`config.mk`:
```
export PLATFORM = sky130hd
export DESIGN_NAME = ebr_event_readout
export DESIGN_NICKNAME = d
export VERILOG_FILES = /design/src/ebr_pkg.sv /design/src/ebr_event_readout.sv
export VERILOG_INCLUDE_DIRS = /design/src /design/src/src
export SDC_FILE = /design/constraint.sdc
export NUM_CORES = 2
export LEC_CHECK = 0
export ABC_AREA = 0
export BUFFER_PORTS_ARGS = -buffer_cell sky130_fd_sc_hd__buf_2
export CAP_MARGIN = 20
export CORE_ASPECT_RATIO = 0.6
export CORE_MARGIN = 5
export CORE_UTILIZATION = 42
export CTS_BUF_LIST = sky130_fd_sc_hd__clkbuf_8
export CTS_CLUSTER_SIZE = 12
export DETAILED_ROUTE_END_ITERATION = 8
export GPL_ROUTABILITY_DRIVEN = 0
export PLACE_DENSITY_LB_ADDON = 0.08
export SKIP_LAST_GASP = 1
export SLEW_MARGIN = 25
export SYNTH_ARGS = -nofsm -noshare
export SYNTH_HDL_FRONTEND = slang
export SYNTH_SLANG_ARGS = --single-unit
```
`constraint.sdc`:
```
create_clock -name clk -period 7.4 [get_ports clk]
set_input_delay 1.48 -clock clk [delete_from_list [all_inputs] [get_ports clk]]
set_output_delay 1.48 -clock clk [all_outputs]
set_load 0.005 [all_outputs]
```
`src/ebr_defs.svh`:
```
// Purpose: named offsets, fields, codes and reset values of the event readout
// Assumes: 16-bit register port, 32-bit buffer reads at offsets 0x0000 to 0x0ffc
// Notes:   definitions only
`ifndef EBR_DEFS_SVH
`define EBR_DEFS_SVH
`define EBR_OFF_BUF       16'h0000
`define EBR_OFF_BUF_LAST  16'h0ffc
`define EBR_OFF_SLOT      16'h1002
`define EBR_OFF_GRP       16'h1004
`define EBR_OFF_SET1      16'h1006
`define EBR_OFF_CLR1      16'h1008
`define EBR_OFF_MC_LO     16'h1006
`define EBR_OFF_MC_HI     16'h10bf
`define EBR_GRP_RST       8'haa
`define EBR_SLOT_RST      5'h1f
// power-on slot load waits out the two synchroniser stages
`define EBR_BOOT_INIT     3'h4
`define EBR_TYPE_HDR      3'h2
`define EBR_TYPE_DATA     3'h0
`define EBR_TYPE_EOE      3'h4
`define EBR_TYPE_FILL     3'h6
`define EBR_B_BERR        3
`define EBR_B_SELADDR     4
`define EBR_B_HOLDRST     7
`define EBR_S2_OVKEEP     3
`define EBR_S2_UNKEEP     4
`define EBR_S2_INVKEEP    5
`define EBR_SET1_MASK     16'h0098
`define EBR_FIFO_DEPTH    8
`endif

```
`src/ebr_pkg.sv`:
```
// Purpose: shared types of the event readout block
// Assumes: nothing
// Notes:   constants live in ebr_defs.svh
package ebr_pkg;
   typedef enum logic [1:0] {EBR_IDLE, EBR_HDR, EBR_DATA, EBR_EOE} ebr_fmt_e;
   typedef logic [31:0] ebr_word_t;
endpackage : ebr_pkg

```
`src/ebr_event_readout.sv`:
```
// Purpose: event record framer, output buffer and control registers
// Assumes: captured channel results arrive indexed by channel number; the framer sets the scan order
// Notes:   16-bit register port with a 32-bit read path for the buffer
`timescale 1ns/1ps
`include "ebr_defs.svh"

module ebr_fifo #(
   parameter int WIDTH = 32,
   parameter int DEPTH = 8
) (
   input  wire logic             clk,
   input  wire logic             rstn,
   input  wire logic             flush,
   input  wire logic             in_valid,
   output logic                  in_ready,
   input  wire logic [WIDTH-1:0] in_data,
   output logic                  out_valid,
   input  wire logic             out_ready,
   output logic      [WIDTH-1:0] out_data
);
   localparam int AW = $clog2(DEPTH);
   logic [WIDTH-1:0] mem_r [DEPTH];
   logic [AW-1:0]    wp_r;
   logic [AW-1:0]    rp_r;
   logic [AW:0]      cnt_r;
   wire              push = in_valid && in_ready;
   wire              pop  = out_valid && out_ready;

   assign in_ready  = (cnt_r != (AW+1)'(DEPTH));
   assign out_valid = (cnt_r != '0);
   assign out_data  = mem_r[rp_r];

   always_ff @(posedge clk) begin
      if (push) mem_r[wp_r] <= in_data;
   end

   always_ff @(posedge clk or negedge rstn) begin
      if (!rstn) begin
         wp_r  <= '0;
         rp_r  <= '0;
         cnt_r <= '0;
      end else if (flush) begin
         wp_r  <= '0;
         rp_r  <= '0;
         cnt_r <= '0;
      end else begin
         if (push) wp_r <= AW'((wp_r == AW'(DEPTH-1)) ? 0 : wp_r + 1'b1);
         if (pop)  rp_r <= AW'((rp_r == AW'(DEPTH-1)) ? 0 : rp_r + 1'b1);
         cnt_r <= cnt_r + (AW+1)'(push) - (AW+1)'(pop);
      end
   end
endmodule // ebr_fifo

module ebr_event_readout #(
   parameter bit CH16 = 1'b0
) (
   input  wire logic                 clk,
   input  wire logic                 rstn,
   input  wire logic                 hw_reset,
   input  wire logic [4:0]           backplane_slot_connector,
   input  wire logic                 aux_slot_connector,
   input  wire logic [7:0]           crate_number,
   input  wire logic [15:0]          set_two,
   input  wire logic                 ev_valid,
   output logic                      ev_ready,
   input  wire logic [32*12-1:0]     ev_value,
   input  wire logic [31:0]          ev_good,
   input  wire logic [31:0]          ev_below,
   input  wire logic [31:0]          ev_over,
   input  wire logic [31:0]          ch_enable,
   input  wire logic [23:0]          event_count,
   input  wire logic                 blk_berr,
   input  wire logic                 reg_sel,
   input  wire logic                 reg_wr,
   input  wire logic                 reg_group,
   input  wire logic [15:0]          reg_addr,
   input  wire logic [15:0]          reg_wdata,
   output logic                      reg_ack,
   output ebr_pkg::ebr_word_t        reg_rdata,
   output logic                      no_slot_source,
   output logic                      base_relocation_sel,
   output logic                      module_reset,
   output logic [7:0]                group_addr
);
   import ebr_pkg::*;

   // sync of pin-level inputs
   logic [4:0] slot_s1_r, slot_s2_r;
   logic       aux_s1_r, aux_s2_r, hw_s1_r, hw_s2_r;
   always_ff @(posedge clk or negedge rstn) begin
      if (!rstn) begin
         slot_s1_r <= '0;
         slot_s2_r <= '0;
         aux_s1_r  <= 1'b0;
         aux_s2_r  <= 1'b0;
         hw_s1_r   <= 1'b0;
         hw_s2_r   <= 1'b0;
      end else begin
         slot_s1_r <= backplane_slot_connector;
         slot_s2_r <= slot_s1_r;
         aux_s1_r  <= aux_slot_connector;
         aux_s2_r  <= aux_s1_r;
         hw_s1_r   <= hw_reset;
         hw_s2_r   <= hw_s1_r;
      end
   end

   // register access decode
   logic [15:0] set1_r;
   logic [7:0]  grp_r;
   logic [4:0]  slot_r, slot_wr_r;
   logic        slot_pend_r;
   logic [2:0]  boot_r;
   wire hit_buf  = reg_addr <= `EBR_OFF_BUF_LAST;
   wire hit_slot = reg_addr == `EBR_OFF_SLOT;
   wire hit_grp  = reg_addr == `EBR_OFF_GRP;
   wire hit_set  = reg_addr == `EBR_OFF_SET1;
   wire hit_clr  = reg_addr == `EBR_OFF_CLR1;
   // group cycles reach only the write range; reads never answer
   wire grp_ok   = reg_wr && reg_addr >= `EBR_OFF_MC_LO
                   && reg_addr <= `EBR_OFF_MC_HI;
   // taken only while no ack stands: a held strobe must not pop twice
   wire acc_ok   = reg_sel && !reg_ack && (!reg_group || grp_ok);
   wire slot_wr_nak = hit_slot && reg_wr && aux_s2_r;
   wire wr_ok    = acc_ok && reg_wr && !slot_wr_nak;
   wire soft_rst = set1_r[`EBR_B_HOLDRST];
   wire hw_rst   = hw_s2_r;
   wire any_rst  = hw_rst || soft_rst;

   assign no_slot_source      = !aux_s2_r;
   assign base_relocation_sel = set1_r[`EBR_B_SELADDR];
   assign module_reset        = any_rst;
   assign group_addr          = grp_r;

   always_ff @(posedge clk or negedge rstn) begin
      if (!rstn) begin
         set1_r <= '0;
      end else if (hw_rst) begin
         set1_r <= '0;
      end else begin
         if (wr_ok && hit_set)
            set1_r <= set1_r | (reg_wdata & `EBR_SET1_MASK);
         else if (wr_ok && hit_clr)
            set1_r <= set1_r & ~(reg_wdata & `EBR_SET1_MASK);
         if (soft_rst && !(wr_ok && hit_set && reg_wdata[`EBR_B_BERR]))
            set1_r[`EBR_B_BERR] <= 1'b0;
         if (blk_berr)
            set1_r[`EBR_B_BERR] <= 1'b1;
      end
   end

   always_ff @(posedge clk or negedge rstn) begin
      if (!rstn)
         grp_r <= `EBR_GRP_RST;
      else if (hw_rst)
         grp_r <= `EBR_GRP_RST;
      else if (wr_ok && hit_grp)
         grp_r <= reg_wdata[7:0];
   end

   // slot code: written value waits, reset makes it current
   always_ff @(posedge clk or negedge rstn) begin
      if (!rstn) begin
         slot_r      <= `EBR_SLOT_RST;
         slot_wr_r   <= `EBR_SLOT_RST;
         slot_pend_r <= 1'b0;
         boot_r      <= `EBR_BOOT_INIT;
      end else begin
         boot_r <= boot_r >> 1;
         if (wr_ok && hit_slot) begin
            slot_wr_r   <= reg_wdata[4:0];
            slot_pend_r <= 1'b1;
         end
         if (boot_r[0] || any_rst) begin
            if (aux_s2_r)
               slot_r <= slot_s2_r;
            else if (slot_pend_r)
               slot_r <= slot_wr_r;
            slot_pend_r <= 1'b0;
         end
      end
   end

   // framer: scan channels in interleaved order
   localparam int NCH = CH16 ? 16 : 32;
   localparam int HALF = NCH / 2;
   ebr_fmt_e  st_r;
   logic [5:0] idx_r, cnt_r;
   logic [31:0] keep_r;
   logic [32*12-1:0] val_r;
   logic [31:0] good_r, below_r, over_r;
   logic        f_valid;
   logic        f_ready;
   ebr_word_t   f_data;
   wire [4:0] ch = 5'(idx_r[0] ? HALF + int'(idx_r[5:1]) : int'(idx_r[5:1]));
   wire last_idx = idx_r == 6'(NCH - 1);
   wire [31:0] keep_nxt = ch_enable
        & (ev_good  | {32{set_two[`EBR_S2_INVKEEP]}})
        & (~ev_below | {32{set_two[`EBR_S2_UNKEEP]}})
        & (~ev_over  | {32{set_two[`EBR_S2_OVKEEP]}});
   wire [5:0] keep_cnt = 6'($countones(CH16 ? {16'h0, keep_nxt[15:0]}
                                           : keep_nxt));
   wire [4:0] ch_field = CH16 ? {ch[3:0], 1'b0} : ch;

   assign ev_ready = (st_r == EBR_IDLE) && !any_rst;

   always_comb begin
      f_valid = 1'b0;
      f_data  = '0;
      case (st_r)
         EBR_HDR: begin
            f_valid = 1'b1;
            f_data  = {slot_r, `EBR_TYPE_HDR, crate_number,
                       2'b00, cnt_r, 8'h00};
         end
         EBR_DATA: begin
            f_valid = keep_r[ch];
            f_data  = {slot_r, `EBR_TYPE_DATA, 3'b000, ch_field, 1'b0,
                       good_r[ch], below_r[ch], over_r[ch],
                       val_r[12*ch +: 12]};
         end
         EBR_EOE: begin
            f_valid = 1'b1;
            f_data  = {slot_r, `EBR_TYPE_EOE, event_count};
         end
         default: begin
            f_valid = 1'b0;
            f_data  = '0;
         end
      endcase
   end

   // hazard: event_count must hold steady until the end word is queued
   always_ff @(posedge clk or negedge rstn) begin
      if (!rstn) begin
         st_r <= EBR_IDLE;
         idx_r <= '0;
         cnt_r <= '0;
         keep_r <= '0;
         val_r <= '0;
         good_r <= '0;
         below_r <= '0;
         over_r <= '0;
      end else if (any_rst) begin
         st_r <= EBR_IDLE;
      end else begin
         case (st_r)
            EBR_IDLE: if (ev_valid) begin
               keep_r  <= keep_nxt;
               cnt_r   <= keep_cnt;
               val_r   <= ev_value;
               good_r  <= ev_good;
               below_r <= ev_below;
               over_r  <= ev_over;
               idx_r   <= '0;
               st_r    <= EBR_HDR;
            end
            EBR_HDR: if (f_ready) st_r <= EBR_DATA;
            EBR_DATA: if (!f_valid || f_ready) begin
               idx_r <= idx_r + 6'd1;
               if (last_idx) st_r <= EBR_EOE;
            end
            EBR_EOE: if (f_ready) st_r <= EBR_IDLE;
            default: st_r <= EBR_IDLE;
         endcase
      end
   end

   // output buffer and read path
   logic      b_valid;
   ebr_word_t b_data;
   wire buf_rd = acc_ok && !reg_wr && hit_buf;
   ebr_fifo #(.WIDTH(32), .DEPTH(`EBR_FIFO_DEPTH)) u_fifo (
      .clk       (clk),
      .rstn      (rstn),
      .flush     (any_rst),
      .in_valid  (f_valid),
      .in_ready  (f_ready),
      .in_data   (f_data),
      .out_valid (b_valid),
      .out_ready (buf_rd),
      .out_data  (b_data)
   );

   // filler carries no slot code, only its type
   wire ebr_word_t fill_w = {5'h00, `EBR_TYPE_FILL, 24'h000000};
   wire ebr_word_t rd_nxt = hit_buf  ? (b_valid ? b_data : fill_w) :
                            hit_slot ? {27'h0, slot_r} :
                            hit_grp  ? {24'h0, grp_r} :
                            (hit_set || hit_clr) ? {16'h0, set1_r} : '0;

   always_ff @(posedge clk or negedge rstn) begin
      if (!rstn) begin
         reg_ack   <= 1'b0;
         reg_rdata <= '0;
      end else begin
         reg_ack <= acc_ok && !slot_wr_nak && !reg_ack;
         if (acc_ok && !reg_wr) reg_rdata <= rd_nxt;
      end
   end

   AST_HOLD: assert property (@(posedge clk) disable iff (!rstn)
      soft_rst && !hw_rst && !(wr_ok && hit_clr && reg_wdata[`EBR_B_HOLDRST])
      |=> soft_rst) else $error("hold reset dropped");
   AST_SLOTNAK: assert property (@(posedge clk) disable iff (!rstn)
      slot_wr_nak |=> !reg_ack) else $error("slot write acked");
   AST_GRPRD: assert property (@(posedge clk) disable iff (!rstn)
      reg_sel && reg_group && !reg_wr |=> !reg_ack)
      else $error("group read acked");
   AST_EMPTY: assert property (@(posedge clk) disable iff (!rstn)
      buf_rd && !b_valid |=> reg_rdata == fill_w)
      else $error("empty read not filler");
   AST_TYPE: assert property (@(posedge clk) disable iff (!rstn)
      f_valid |-> f_data[26:24] inside {`EBR_TYPE_HDR, `EBR_TYPE_DATA,
      `EBR_TYPE_EOE}) else $error("bad word type");
   AST_SLOTF: assert property (@(posedge clk) disable iff (!rstn)
      f_valid |-> f_data[31:27] == slot_r)
      else $error("slot code missing");
   AST_BERR: assert property (@(posedge clk) disable iff (!rstn)
      blk_berr && !hw_rst |=> set1_r[`EBR_B_BERR])
      else $error("error flag not set");
   AST_HDRN: assert property (@(posedge clk) disable iff (!rstn)
      st_r == EBR_IDLE && ev_valid && !any_rst |=> f_data[13:8] == cnt_r
      && cnt_r == $past(keep_cnt)) else $error("count wrong");
   AST_GRPRST: assert property (@(posedge clk) disable iff (!rstn)
      hw_rst |=> grp_r == `EBR_GRP_RST) else $error("group reset");
   COV_EVENT: cover property (@(posedge clk) disable iff (!rstn)
      st_r == EBR_EOE && f_ready);
   COV_FILL: cover property (@(posedge clk) disable iff (!rstn)
      buf_rd && !b_valid);
   COV_FULL: cover property (@(posedge clk) disable iff (!rstn)
      f_valid && !f_ready);
   COV_HOLD: cover property (@(posedge clk) disable iff (!rstn)
      soft_rst ##1 !soft_rst);
endmodule // ebr_event_readout

```
==> results.md <==
- Vias in the first global route: 28,000
- Post-synth EDFFs: 248
- Pwr dens: 337 mW/mm²
- Period utilisation layout: 86.8%
- Asr flop ratio synth: 71.0%
- Slew HR: 32.9%
- Die Span Y: 244 µm
- R2r worst-path depth: 6
- Met1 usage: 38.2%
- Sequential fraction of the synthesis area: 59.3%
- Worst Hold End: aux_s2_r
- Share of cells above drive strength 1: 27.6%
- Global-route wire length before repair: 183,000 µm
- Clock Skew: 0.0259 ns
- Startpoint types: input port
- Psw: 5.16 mW
- Final hold vios: 0
- CTS tree: done
- Largest net degree at the start of global routing: 186
- Skew-Pair Late Insertion Delay: 0.83 ns
- Gr busiest metal: met1
- Tot GR Track Use: 25.5%
- Worst Path Required: 8.06 ns
- Initial Utilization: 42.4%
- Hold buffers post-CTS: 0
- Slew Limit Fails: 0
- Fin nets: 4,646
- Total power draw: 15.3 mW
- Crit path capture type: register
- Wire per inst: 23.2 µm
- Ys Warns: 0
- Fmax: 156 MHz
- Setup ws final: 0.978 ns
- Flop pwr share: 46.8%
- Leak: 21.1 nW
- Hold Slack: 0.342 ns
- Core Rows: 85
- Max Root-Sink Buffers: 3
- Port buffer count: 628
- DP Wirelength: 86,800 µm
- Global route total overflow: 0
- Most common cell after layout, fill and taps aside: nand2_1
- # Max-Cap Violations: 0
- Clock network fraction of total power: 26.7%
- Synth area leader: dfrtp_1
- Post-synth top flop: dfrtp_1
- Via count: 27,700
- DR vias/cell: 5.19
- Synthesized cell area: 0.0382 mm²
- Die W: 399 µm
- CTS resizes: 0
- CTS root buf: clkbuf_8
- Yosys reg bits: 855
- Sw frac: 33.7%
- Layout area overhead: 18.8%
- Mean Syn Cell Area: 11.3 µm²
- Arrival time at the worst endpoint: 7.08 ns
- 1st-pass router iterations: 6
- Dpl ws: 0.184 ns
- Status: finished clean
- Count of cell types in the netlist: 69
- Top cells by area, synth: dfrtp_1 (39%), edfxtp_1 (20%), nand2_1 (15%)
- Int Pwr: 10.2 mW
- Most frequent cells in the layout: nand2_1 (1,568), buf_2 (627), dfrtp_1 (585), edfxtp_1 (248), mux4_2 (214)
- TNS Setup: 0 ns
- Worst slew pin tran: 1.01 ns
- First DRT Iteration DRCs: 2,568
- Num ports: 651
- Flop2flop setup slack: 2.67 ns
- Post-Synthesis Cells: 3,383
- Capture point of the worst reg-to-reg path: u_fifo.mem_r[5][4]
- Post-CTS Setup Repair Bufs: 0
- Number of buffers created by CTS: 136
- Final wirelength: 124,000 µm
- Hold path start: aux_s1_r
- H-tree Lvls: 4
- RSZ-0062 raised after global routing: false
- Residual DRC count: 0
- Worst-path clk slew: 0.07 ns
- Die Area: 0.0973 mm²
- Antenna violations before repair: 30
- Crit path time final: 6.42 ns
- Grt met3 use: 5.50%
- Met2 Use GR: 37.6%
- Core Box Area: 0.0900 mm²
- Clock Sinks: 855
- Worst Path Class, Setup: in2reg
- Routed Antenna Nets: 0
- Hold Path Depth: 0
- VDD IR-drop max: 0.177 mV
- Comb pwr share: 26.4%
- Endpoints failing setup: 0
- Worst r2r src: idx_r[1]
- Crit-path max FO: 23
- Hold WC Path Type: reg2reg
- Top cell type's share of synthesized area: 38.8%
==> flip-flops by register name, summed over array words and instances, names as in the netlist, 4 cells and up <==
signal        count
val_r           384
u_fifo.mem_r    248
below_r          32
good_r           32
keep_r           32
over_r           32
reg_rdata        31
group_addr        8
cnt_r             6
idx_r             6
slot_r            5
slot_s1_r         5
slot_s2_r         5
slot_wr_r         5
u_fifo.cnt_r      4
==> logic make-up (layout without fill, tap and decap cells) <==
kind of cell | Yosys count | count (layout) | synth area share, %
buffers and inverters | 252 | 973 | 2.60
adders and majority gates | 47 | 47 | 2.03
and+or+nand+nor | 1706 | 1706 | 17.4
DFF | 855 | 855 | 59.3
muxes | 292 | 292 | 14.7
other | 1 | 26 | 0.00982
xor gates and xnor gates | 6 | 6 | 0.138
AOI/OAI and AO/OA | 224 | 224 | 3.74
==> layout make-up <==
class / count / area, µm²
Antenna cell: 24 / 60.1
Clock buffer: 163 / 2240
Clock inverter: 87 / 475
Fill cell: 8332 / 44600
Inverter: 45 / 169
Multi-Input combinational cell: 2277 / 14600
Sequential cell: 855 / 22700
Tap cell: 1218 / 1520
Timing Repair Buffer: 678 / 3620
==> cells in the mapped netlist, types with 3 or more instances <==
| library cell | number |
|---|---|
| a211o_1 | 6 |
| a211oi_1 | 18 |
| a21o_1 | 5 |
| a21oi_1 | 27 |
| a221oi_1 | 7 |
| a222oi_1 | 4 |
| a22oi_1 | 9 |
| a31oi_1 | 3 |
| and2_1 | 11 |
| and3_1 | 4 |
| buf_1 | 6 |
| buf_2 | 24 |
| clkbuf_1 | 174 |
| dfrtp_1 | 592 |
| dfstp_2 | 15 |
| edfxtp_1 | 248 |
| fa_1 | 25 |
| ha_1 | 22 |
| inv_1 | 45 |
| mux2_4 | 5 |
| mux2i_1 | 71 |
| mux4_2 | 214 |
| nand2_1 | 1568 |
| nand3_1 | 10 |
| nor2_1 | 46 |
| nor2b_1 | 37 |
| nor3_1 | 4 |
| nor3b_1 | 5 |
| o211ai_1 | 19 |
| o21ai_0 | 94 |
| o22ai_1 | 7 |
| o311ai_1 | 3 |
| o31ai_1 | 4 |
| or3_1 | 5 |
| xnor2_1 | 3 |
| xor2_1 | 3 |
==> power by group through the flow <==
stage	combinational, mW	sequential, mW	clock, mW
floorplan	2.76	6.90	0
global placement	4.02	7.21	0
detailed placement	4.09	7.21	0
CTS	4.10	7.15	4.22
global route	4.54	7.33	4.44
finish	4.05	7.17	4.10
==> critical path, cell delays in order <==
cell	delay, ns
buf_2	0.09
inv_1	0.59
a21oi_1	0.19
buf_4	0.22
o211ai_1	0.15
fa_1	0.49
fa_1	0.54
fa_1	0.46
fa_1	0.53
fa_1	0.42
fa_1	0.50
inv_1	0.05
ha_1	0.21
fa_1	0.47
a21o_1	0.19
a21oi_1	0.18
xor2_1	0.21
o21ai_0	0.10
==> stage by stage <==
step	utilization, %	instance area, µm²	std cells
after global routing	50.4	45400	5338
after global placement	47.3	42600	5073
final	50.4	45400	5347
after floorplan	-	38200	3384
after detailed placement	47.3	42600	5073
after CTS	50.4	45300	5323
==> layer usage <==
metal,routed length [µm],share of wire (%)
met5,51,0.041
met2,55200,44
met1,57500,46
met4,2570,2.1
met3,8870,7.1
==> worst max path at each step <==
stage / slack [ns] / depth (start not counted) / endpoint / start
6_report: 0.98 / 18 / cnt_r[4] / set_two[4]
3_3_place_gp: 0.23 / 18 / cnt_r[4] / set_two[4]
2_1_floorplan: 1.06 / 17 / cnt_r[4] / set_two[3]
3_5_place_dp: 0.18 / 18 / cnt_r[4] / set_two[4]
4_1_cts: 1.11 / 18 / cnt_r[4] / set_two[4]
5_1_grt: 0.78 / 18 / cnt_r[4] / set_two[4]
Power figures use the tool's default switching activity.
